File: src/rtl/mbs_defs.svh
/*
 * Constants of the register-access server: function codes, exception codes,
 * frame lengths and the supported register window.
 * Assumes inclusion by bare name from each design file that needs it.
 */
`ifndef MBS_DEFS_SVH
`define MBS_DEFS_SVH

`define MBS_FC_READ_MULTI   8'h03
`define MBS_FC_WRITE_SINGLE 8'h06
`define MBS_FC_WRITE_MULTI  8'h10
`define MBS_FC_ERR_BIT      8'h80

`define MBS_EXC_NONE        8'h00
`define MBS_EXC_BAD_FUNC    8'h01
`define MBS_EXC_BAD_REG     8'h02
`define MBS_EXC_BAD_QTY     8'h03
`define MBS_EXC_BAD_VALUE   8'h21

`define MBS_QTY_MIN         16'h0001
`define MBS_QTY_MAX         16'h0010
`define MBS_ADDR_ADJ        16'h0001
`define MBS_REG_FIRST       17'h00001
`define MBS_REG_LAST        17'h00040
`define MBS_REG_AW          6
`define MBS_VAL_LIMIT       16'h7FFF

`define MBS_LEN_FIXED       8'h06
`define MBS_LEN_MULTI_HDR   8'h07
`define MBS_LEN_ERR         8'h03
`define MBS_LEN_READ_HDR    8'h03
`define MBS_CNT_MAX         8'hFF

`endif

File: src/rtl/mbs_pkg.sv
/*
 * Types shared by the register-access server.
 * Assumes mbs_defs.svh supplies the numeric constants.
 */
package mbs_pkg;
	typedef enum logic [3:0] {
		MBS_S_RECV  = 4'h1,
		MBS_S_CHECK = 4'h2,
		MBS_S_WRITE = 4'h4,
		MBS_S_RESP  = 4'h8
	} mbs_state_t;

	typedef logic [15:0] mbs_word_t;
	typedef logic [7:0]  mbs_byte_t;
endpackage : mbs_pkg

File: src/rtl/mbs_reg_if.sv
/*
 * Port between the command engine and the holding-register store.
 * Assumes both ends run on the same clock.
 */
`include "mbs_defs.svh"

interface mbs_reg_if;
	import mbs_pkg::*;
	logic                     we;
	logic [`MBS_REG_AW-1:0]   waddr;
	mbs_word_t                wdata;
	logic [`MBS_REG_AW-1:0]   raddr;
	mbs_word_t                rdata;

	modport srv (output we, output waddr, output wdata, output raddr, input rdata);
	modport rf  (input we, input waddr, input wdata, input raddr, output rdata);
endinterface : mbs_reg_if

File: src/rtl/mbs_regstore.sv
/*
 * Holding-register store: one word per supported register, indexed from zero.
 * Assumes the engine has range-checked every address before use.
 */
`include "mbs_defs.svh"

module mbs_regstore (
	// Clock and reset
	input wire logic clk_i,
	input wire logic rst_b_i,
	// Engine side
	mbs_reg_if.rf    reg_if
);
	import mbs_pkg::*;

	mbs_word_t mem [0:(1<<`MBS_REG_AW)-1];

	assign reg_if.rdata = mem[reg_if.raddr];

	always_ff @(posedge clk_i or negedge rst_b_i) begin
		if (!rst_b_i) begin
			for (int i = 0; i < (1<<`MBS_REG_AW); i++) begin
				mem[i] <= 16'h0000;
			end
		end else if (reg_if.we) begin
			mem[reg_if.waddr] <= reg_if.wdata;
		end
	end
endmodule : mbs_regstore

File: src/rtl/mbs_server.sv
/*
 * Register-access command server: parses one command from a byte stream,
 * checks it, writes or reads the holding registers, and streams one reply.
 * Assumes the transport strips framing and delivers each command's bytes
 * on the same clock, marking the final byte with RX_LAST_I.
 */
`include "mbs_defs.svh"

// Notes on behaviour
// - Reply starts with the received unit identifier, unchanged, any byte value.
// - Received register address is incremented by one before any access.
// - Function 06 carries address and value; value goes into that register.
// - Successful single write replies with an exact echo of the command.
// - Failed single write replies unit id, 86, exception code.
// - Invalid register value is reported with exception code 21.
// - Unsupported register number is reported with exception code 02.
// - Function 10 writes consecutive registers from start, count, byte count, data.
// - Register count from one to sixteen is accepted.
// - Data byte count must be twice the register count.
// - Each register value travels high byte first, then low byte.
// - Successful multiple write replies unit id, 10, start as received, count.
// - Failed multiple write replies unit id, 90, exception code.
// - Read reply gives 03, byte count 2N, values in ascending order.
// - Failed multiple read replies unit id, 83, exception code.
// - Error replies set the top bit of the function code.
module mbs_server (
	// Clock and reset
	input  wire logic           CORE_CLK_I,
	input  wire logic           RST_B_I,
	// Command byte stream
	input  wire logic           RX_VALID_I,
	input  wire mbs_pkg::mbs_byte_t RX_DATA_I,
	input  wire logic           RX_LAST_I,
	output logic                RX_READY_O,
	// Reply byte stream
	output logic                TX_VALID_O,
	output mbs_pkg::mbs_byte_t  TX_DATA_O,
	output logic                TX_LAST_O,
	input  wire logic           TX_READY_I
);
	import mbs_pkg::*;

	function automatic logic val_bad(input mbs_word_t w);
		return w > `MBS_VAL_LIMIT;
	endfunction : val_bad

	function automatic logic [`MBS_REG_AW-1:0] reg_index(input mbs_word_t base, input logic [4:0] off);
		mbs_word_t a;
		a = base + {11'h000, off} - 16'(`MBS_REG_FIRST);
		return a[`MBS_REG_AW-1:0];
	endfunction : reg_index

	mbs_reg_if reg_if ();

	mbs_regstore u_store (
		.clk_i   (CORE_CLK_I),
		.rst_b_i (RST_B_I),
		.reg_if  (reg_if)
	);

	mbs_state_t state;
	mbs_byte_t  unit_id;
	mbs_byte_t  func;
	mbs_byte_t  addr_hi;
	mbs_byte_t  addr_lo;
	mbs_byte_t  qty_hi;
	mbs_byte_t  qty_lo;
	mbs_byte_t  byte_cnt;
	mbs_byte_t  rx_cnt;
	mbs_byte_t  exc;
	mbs_byte_t  tx_idx;
	logic [4:0] w_idx;
	mbs_word_t  wbuf [0:15];
	logic       tx_valid;
	mbs_byte_t  tx_data;
	logic       tx_last;

	// Decode of the captured command
	wire mbs_word_t start     = {addr_hi, addr_lo} + `MBS_ADDR_ADJ;
	wire mbs_word_t qty       = {qty_hi, qty_lo};
	wire logic      is_read   = func == `MBS_FC_READ_MULTI;
	wire logic      is_single = func == `MBS_FC_WRITE_SINGLE;
	wire logic      is_multi  = func == `MBS_FC_WRITE_MULTI;
	wire mbs_word_t eff_qty   = is_single ? `MBS_QTY_MIN : qty;
	wire logic [16:0] last_reg = {1'b0, start} + {1'b0, eff_qty} - `MBS_REG_FIRST;
	wire logic      qty_ok    = is_single || (qty >= `MBS_QTY_MIN && qty <= `MBS_QTY_MAX);
	wire logic      len_ok    = is_multi ? (rx_cnt == `MBS_LEN_MULTI_HDR + byte_cnt &&
	                                        {8'h00, byte_cnt} == {qty[14:0], 1'b0})
	                                     : rx_cnt == `MBS_LEN_FIXED;
	wire logic      range_ok  = {1'b0, start} >= `MBS_REG_FIRST && last_reg <= `MBS_REG_LAST;
	logic           value_bad;
	always_comb begin
		value_bad = 1'b0;
		for (int i = 0; i < 16; i++) begin
			if (!is_read && i < eff_qty && val_bad(wbuf[i])) begin
				value_bad = 1'b1;
			end
		end
	end
	wire mbs_byte_t next_exc = !(is_read || is_single || is_multi) ? `MBS_EXC_BAD_FUNC :
	                           (!len_ok || !qty_ok)                ? `MBS_EXC_BAD_QTY  :
	                           !range_ok                           ? `MBS_EXC_BAD_REG  :
	                           value_bad                           ? `MBS_EXC_BAD_VALUE :
	                                                                 `MBS_EXC_NONE;

	// Receive data byte placement, high byte at even offset
	wire mbs_byte_t data_off = rx_cnt - `MBS_LEN_MULTI_HDR;
	wire logic      data_in  = is_multi && rx_cnt >= `MBS_LEN_MULTI_HDR && data_off < 8'h20;

	// Register port
	assign reg_if.we    = state == MBS_S_WRITE;
	assign reg_if.waddr = reg_index(start, w_idx);
	assign reg_if.wdata = wbuf[w_idx[3:0]];
	wire mbs_byte_t rd_off = tx_idx - `MBS_LEN_READ_HDR;
	assign reg_if.raddr = reg_index(start, rd_off[5:1]);

	// Reply length and byte at index tx_idx
	wire mbs_byte_t tx_len = exc != `MBS_EXC_NONE ? `MBS_LEN_ERR :
	                         is_read ? `MBS_LEN_READ_HDR + {qty_lo[6:0], 1'b0} : `MBS_LEN_FIXED;
	wire mbs_byte_t fc_out = exc != `MBS_EXC_NONE ? (func | `MBS_FC_ERR_BIT) : func;
	mbs_byte_t tx_byte;
	always_comb begin
		unique case (tx_idx)
			8'h00: tx_byte = unit_id;
			8'h01: tx_byte = fc_out;
			8'h02: tx_byte = exc != `MBS_EXC_NONE ? exc : (is_read ? {qty_lo[6:0], 1'b0} : addr_hi);
			8'h03: tx_byte = addr_lo;
			8'h04: tx_byte = qty_hi;
			8'h05: tx_byte = qty_lo;
			default: tx_byte = 8'h00;
		endcase
		if (is_read && exc == `MBS_EXC_NONE && tx_idx >= `MBS_LEN_READ_HDR) begin
			tx_byte = rd_off[0] ? reg_if.rdata[7:0] : reg_if.rdata[15:8];
		end
	end

	wire logic tx_take = !tx_valid || TX_READY_I;

	// Capture of command bytes; high-then-low pairing into the word buffer
	always_ff @(posedge CORE_CLK_I or negedge RST_B_I) begin
		if (!RST_B_I) begin
			unit_id  <= 8'h00;
			func     <= 8'h00;
			addr_hi  <= 8'h00;
			addr_lo  <= 8'h00;
			qty_hi   <= 8'h00;
			qty_lo   <= 8'h00;
			byte_cnt <= 8'h00;
			for (int i = 0; i < 16; i++) begin
				wbuf[i] <= 16'h0000;
			end
		end else if (state == MBS_S_RECV && RX_VALID_I) begin
			unique case (rx_cnt)
				8'h00: unit_id <= RX_DATA_I;
				8'h01: func    <= RX_DATA_I;
				8'h02: addr_hi <= RX_DATA_I;
				8'h03: addr_lo <= RX_DATA_I;
				8'h04: qty_hi  <= RX_DATA_I;
				8'h05: qty_lo  <= RX_DATA_I;
				8'h06: byte_cnt <= RX_DATA_I;
				default: ;
			endcase
			if (is_single && rx_cnt == 8'h04) begin
				wbuf[0][15:8] <= RX_DATA_I;
			end
			if (is_single && rx_cnt == 8'h05) begin
				wbuf[0][7:0] <= RX_DATA_I;
			end
			if (data_in && !data_off[0]) begin
				wbuf[data_off[4:1]][15:8] <= RX_DATA_I;
			end
			if (data_in && data_off[0]) begin
				wbuf[data_off[4:1]][7:0] <= RX_DATA_I;
			end
		end
	end

	// Sequencing: receive, check, write, reply
	always_ff @(posedge CORE_CLK_I or negedge RST_B_I) begin
		if (!RST_B_I) begin
			state    <= MBS_S_RECV;
			rx_cnt   <= 8'h00;
			exc      <= 8'h00;
			w_idx    <= 5'h00;
			tx_idx   <= 8'h00;
			tx_valid <= 1'b0;
			tx_data  <= 8'h00;
			tx_last  <= 1'b0;
		end else begin
			unique case (state)
				MBS_S_RECV: begin
					if (RX_VALID_I) begin
						rx_cnt <= rx_cnt == `MBS_CNT_MAX ? rx_cnt : rx_cnt + 8'h01;
						if (RX_LAST_I) begin
							state <= MBS_S_CHECK;
						end
					end
				end
				MBS_S_CHECK: begin
					exc    <= next_exc;
					w_idx  <= 5'h00;
					tx_idx <= 8'h00;
					// Nothing is written unless every value passes, so a failed write leaves no trace
					state  <= (next_exc == `MBS_EXC_NONE && !is_read) ? MBS_S_WRITE : MBS_S_RESP;
				end
				MBS_S_WRITE: begin
					w_idx <= w_idx + 5'h01;
					if ({11'h000, w_idx} == eff_qty - `MBS_QTY_MIN) begin
						state <= MBS_S_RESP;
					end
				end
				MBS_S_RESP: begin
					if (tx_take) begin
						if (tx_idx < tx_len) begin
							tx_valid <= 1'b1;
							tx_data  <= tx_byte;
							tx_last  <= tx_idx == tx_len - 8'h01;
							tx_idx   <= tx_idx + 8'h01;
						end else begin
							tx_valid <= 1'b0;
							tx_last  <= 1'b0;
							rx_cnt   <= 8'h00;
							state    <= MBS_S_RECV;
						end
					end
				end
			endcase
		end
	end

	// Command input is held off while a command is being served
	assign RX_READY_O = state[0];
	assign TX_VALID_O = tx_valid;
	assign TX_DATA_O  = tx_data;
	assign TX_LAST_O  = tx_last;
endmodule : mbs_server

File: config.mk
export PLATFORM = sky130hd
export DESIGN_NAME = mbs_server
export DESIGN_NICKNAME = d
export VERILOG_FILES = /design/src/rtl/mbs_pkg.sv /design/src/rtl/mbs_reg_if.sv /design/src/rtl/mbs_regstore.sv /design/src/rtl/mbs_server.sv
export VERILOG_INCLUDE_DIRS = /design/src /design/src/rtl
export SDC_FILE = /design/constraint.sdc
export NUM_CORES = 2
export LEC_CHECK = 0
export BUFFER_PORTS_ARGS = -buffer_cell sky130_fd_sc_hd__buf_2
export CAP_MARGIN = 0
export CORE_ASPECT_RATIO = 0.5
export CORE_MARGIN = 2
export CORE_UTILIZATION = 45
export CTS_CLUSTER_DIAMETER = 50
export DETAILED_ROUTE_END_ITERATION = 12
export HOLD_SLACK_MARGIN = 0.1
export PLACE_DENSITY = 0.67
export SLEW_MARGIN = 10
export SYNTH_ARGS = -nofsm -noshare
export SYNTH_HDL_FRONTEND = slang
export SYNTH_HIERARCHICAL = 1
export SYNTH_SLANG_ARGS = --single-unit
File: constraint.sdc
create_clock -name CORE_CLK_I -period 8.6 [get_ports CORE_CLK_I]
set_clock_uncertainty 0.15 [all_clocks]
set_input_delay 1.72 -clock CORE_CLK_I [delete_from_list [all_inputs] [get_ports CORE_CLK_I]]
set_output_delay 1.72 -clock CORE_CLK_I [all_outputs]
set_load 0.05 [all_outputs]
==> impl_metrics.py <==
metrics = {
    "die": {
        "rows": 100,
        "coreArea_um2": 149000,
        "fp.dieH_um": 277,
        "start_util_pct": 45.3,
        "ioPinCount": 24,
        "die_w_um": 551,
        "fp.dieArea_um2": 153000,
    },
    "global_routing": {
        "antenna_found_initial": 17,
        "grt_max_degree": 196,
        "first_global_vias": 42400,
        "grt_pass1_wl_um": 273000,
        "grt_usage_pct": 23.6,
        "overflow": 0,
    },
    "setup_path": {
        "slowest_stage": "dfrtp_1",
        "critPathCaptureType": "flop",
        "setup.worst_path.start_class": "flop",
        "path_delay_family": "buffers and inverters",
        "crit_top_cell": "nor2_1",
        "critical_path_class": "reg -> reg",
        "crit_fanout": 82,
        "arrival_ns": 6.44,
        "critical_path_required_ns": 9.11,
        "path_cells": "inv_1, nor2_1, nor2_1, xnor2_1, ha_1, fa_1, inv_8, buf_4, mux2_2, a221oi_1, nand4_1, nand2_1, nor2_1, mux2i_1, nor2_1, nor2_1, a21oi_1",
        "path_buf_inv": 3,
        "slowest_delay_ns": 0.82,
    },
    "clocking": {
        "clk_latency_ns": 0.78,
        "cts_buffers": 135,
        "clock_sinks": 1374,
        "clkTransAtPathRegs_ns": 0.06,
        "clockRootBuffer": "clkbuf_16",
        "cts_hold_buf": 0,
        "cts_tree": "yes",
        "clockBufferDepth": 3,
        "htreeDepth": 4,
        "cts_setup_buffers": 0,
        "cts_resized": 0,
    },
    "detailed_routing": {
        "firstDrtPassIters": 6,
        "wl_um": 179000,
        "avgViaCountPerCell": 6.11,
        "drc": 0,
        "post_drt_wl_per_cell_um": 26.9,
        "drt-initial-drc-count": 3663,
        "vias": 40600,
        "ant_nets": 0,
    },
    "timing": {
        "rsz0062_at_grt": "no",
        "worst_pin_slew_ns": 1.31,
        "holdWs_ns": 0.339,
        "fin_crit_ns": 5.93,
        "setup_viol": 0,
        "fin_crit_sh_pct": 69.0,
        "tns_ns": 0,
        "slew_headroom_pct": 12.5,
        "finalMaxSlewViolations": 0,
        "max_clock_freq_mhz": 169,
        "hold_violations": 0,
    },
    "synth": {
        "synth_compound_area_share_pct": 3.40,
        "synth_ff_type": "dfrtp_1",
        "synth-simple-area-share_pct": 5.50,
        "mappedNetlistArea_um2": 67300,
        "synth-adder-area-share_pct": 1.48,
        "synth_top_family_by_area": "multiplexers",
        "synth_cell_types": 93,
        "yosysWarnings": 6,
        "synth_fp_nets": 4792,
        "synthXorXnorAreaFrac_pct": 1.00,
        "syn_avg_cell_area_um2": 14.3,
        "synth_edf_count": 0,
        "netlist_instances": 4701,
        "async_flop_share_pct": 100,
        "synth-seq-area-share_pct": 51.1,
        "synthMuxAreaShare_pct": 34.2,
        "synth-seq-cells": 1374,
    },
    "power": {
        "p_sw_share_pct": 28.5,
        "vdd_drop_max_uv": 256,
        "combPwrFrac_pct": 13.6,
        "p_int_mw": 10.6,
        "p_per_area_nw_per_um2": 202,
        "p_leak_nw": 34.6,
        "clkPwrFrac_pct": 41.7,
        "sequentialPowerShare_pct": 44.8,
        "p_sw_mw": 4.24,
    },
    "worst_hold_path": {
        "hold_path.class": "reg -> reg",
    },
    "final_layout": {
        "layout-drive-gt1-share_pct": 46.3,
        "final_area_um2": 73400,
        "layout.cells.most_common_list": "1,396 x mux2_2, 1,371 x dfrtp_1, 303 x mux4_2",
        "final_common_cell": "mux2_2",
        "layoutNonFillerInstCount": 6637,
        "final_nets": 4629,
        "area_growth_pct": 9.11,
    },
    "run": {
        "timing.max_cap.violations": 0,
    },
    "run_status": {
        "status": "finished clean",
    },
    "placed_design": {
        "place.port_buffers": 23,
        "gp_congestion": 0.933,
        "post_dp_cell_area_um2": 68700,
        "hpwl_um": 111000,
        "place_inst": 6387,
    },
}
[sequential cells by signal (all words and copies together), names as in the netlist]
signal       cells
func             8
TX_VALID_O       1
wbuf           256
rx_cnt           8
TX_LAST_O        1
u_store/mem   1024
qty_hi           8
addr_hi          8
TX_DATA_O        8
tx_idx           8
byte_cnt         8
state            4
addr_lo          8
w_idx            5
unit_id          8
exc              3
qty_lo           8
[metal layers]
| layer | wire [um] | GRT usage [%] | vias up |
|---|---|---|---|
| li1 | - | - | 17000 |
| met2 | 82100 | 36.4 | 1160 |
| met5 | 82 | 0 | - |
| met4 | 4540 | 6.73 | 12 |
| met3 | 12300 | 5.67 | 290 |
| met1 | 79600 | 33.3 | 22100 |
[cell usage after synthesis, drive strengths merged (49+ instances only)]
master | instances | area, um^2
mux2 | 1400 | 15800
dfrtp | 1373 | 34400
mux4 | 303 | 6820
clkbuf | 209 | 786
buf | 183 | 1140
nor2 | 171 | 1060
nand2 | 158 | 686
a22oi | 84 | 631
inv | 84 | 315
nand3 | 78 | 420
ha | 75 | 938
xnor2 | 49 | 429
[final cells by class]
cell class	count	area, um^2
Inverter	86	338
Fill cell	12600	75200
Timing Repair Buffer	92	761
Clock buffer	193	3920
Clock inverter	52	773
Tap cell	1989	2490
Sequential cell	1374	34400
Multi-Input combinational cell	2849	30800
Antenna cell	2	5.00
[power by group through the flow]
| stage | logic (mW) | clock network (mW) | registers [mW] |
|---|---|---|---|
| floorplan | 1.24 | 0 | 6.77 |
| global placement | 1.99 | 0 | 6.75 |
| detailed placement | 2.00 | 0 | 6.75 |
| CTS | 2.01 | 6.30 | 6.63 |
| global route | 2.16 | 6.59 | 6.64 |
| finish | 2.01 | 6.18 | 6.64 |
[through the flow]
| stage | utilization, % | setup slack, ns | total power, mW |
|---|---|---|---|
| 6_report | 49.4 | 2.67 | 14.8 |
| 5_1_grt | 49.4 | 2.37 | 15.4 |
| 4_1_cts | 49.4 | 2.59 | 14.9 |
| 3_5_place_dp | 46.2 | 2.59 | 8.75 |
| 3_3_place_gp | 46.2 | 2.73 | 8.74 |
| 2_1_floorplan | - | 4.20 | 8.01 |
[cell families after synthesis]
family                   count (synthesis)
AO/OA/AOI/OAI                          325
XOR/XNOR                                77
adder cells (fa/ha/maj)                 78
buffers and inverters                  478
flip-flops                            1374
multiplexers                          1745
AND/OR/NAND/NOR                        624
[final timing paths]
path	startpoint	endpoint	slack (ns)	cells past startpoint
max in group asynchronous	RST_B_I	u_store/mem[381]$_DFFE_PN0P_	5.37	3
setup / recovery	tx_idx[0]$_DFFE_PN0P_	TX_DATA_O[0]$_DFFE_PN0P_	2.67	17
hold reg to reg	wbuf[232]$_DFFE_PN0P_	wbuf[232]$_DFFE_PN0P_	0.34	1
min in group asynchronous	RST_B_I	u_store/mem[562]$_DFFE_PN0P_	0.78	1
setup reg to reg	tx_idx[0]$_DFFE_PN0P_	TX_DATA_O[0]$_DFFE_PN0P_	2.67	17
hold / removal	wbuf[232]$_DFFE_PN0P_	wbuf[232]$_DFFE_PN0P_	0.34	1
Power figures use the tool's default switching activity.
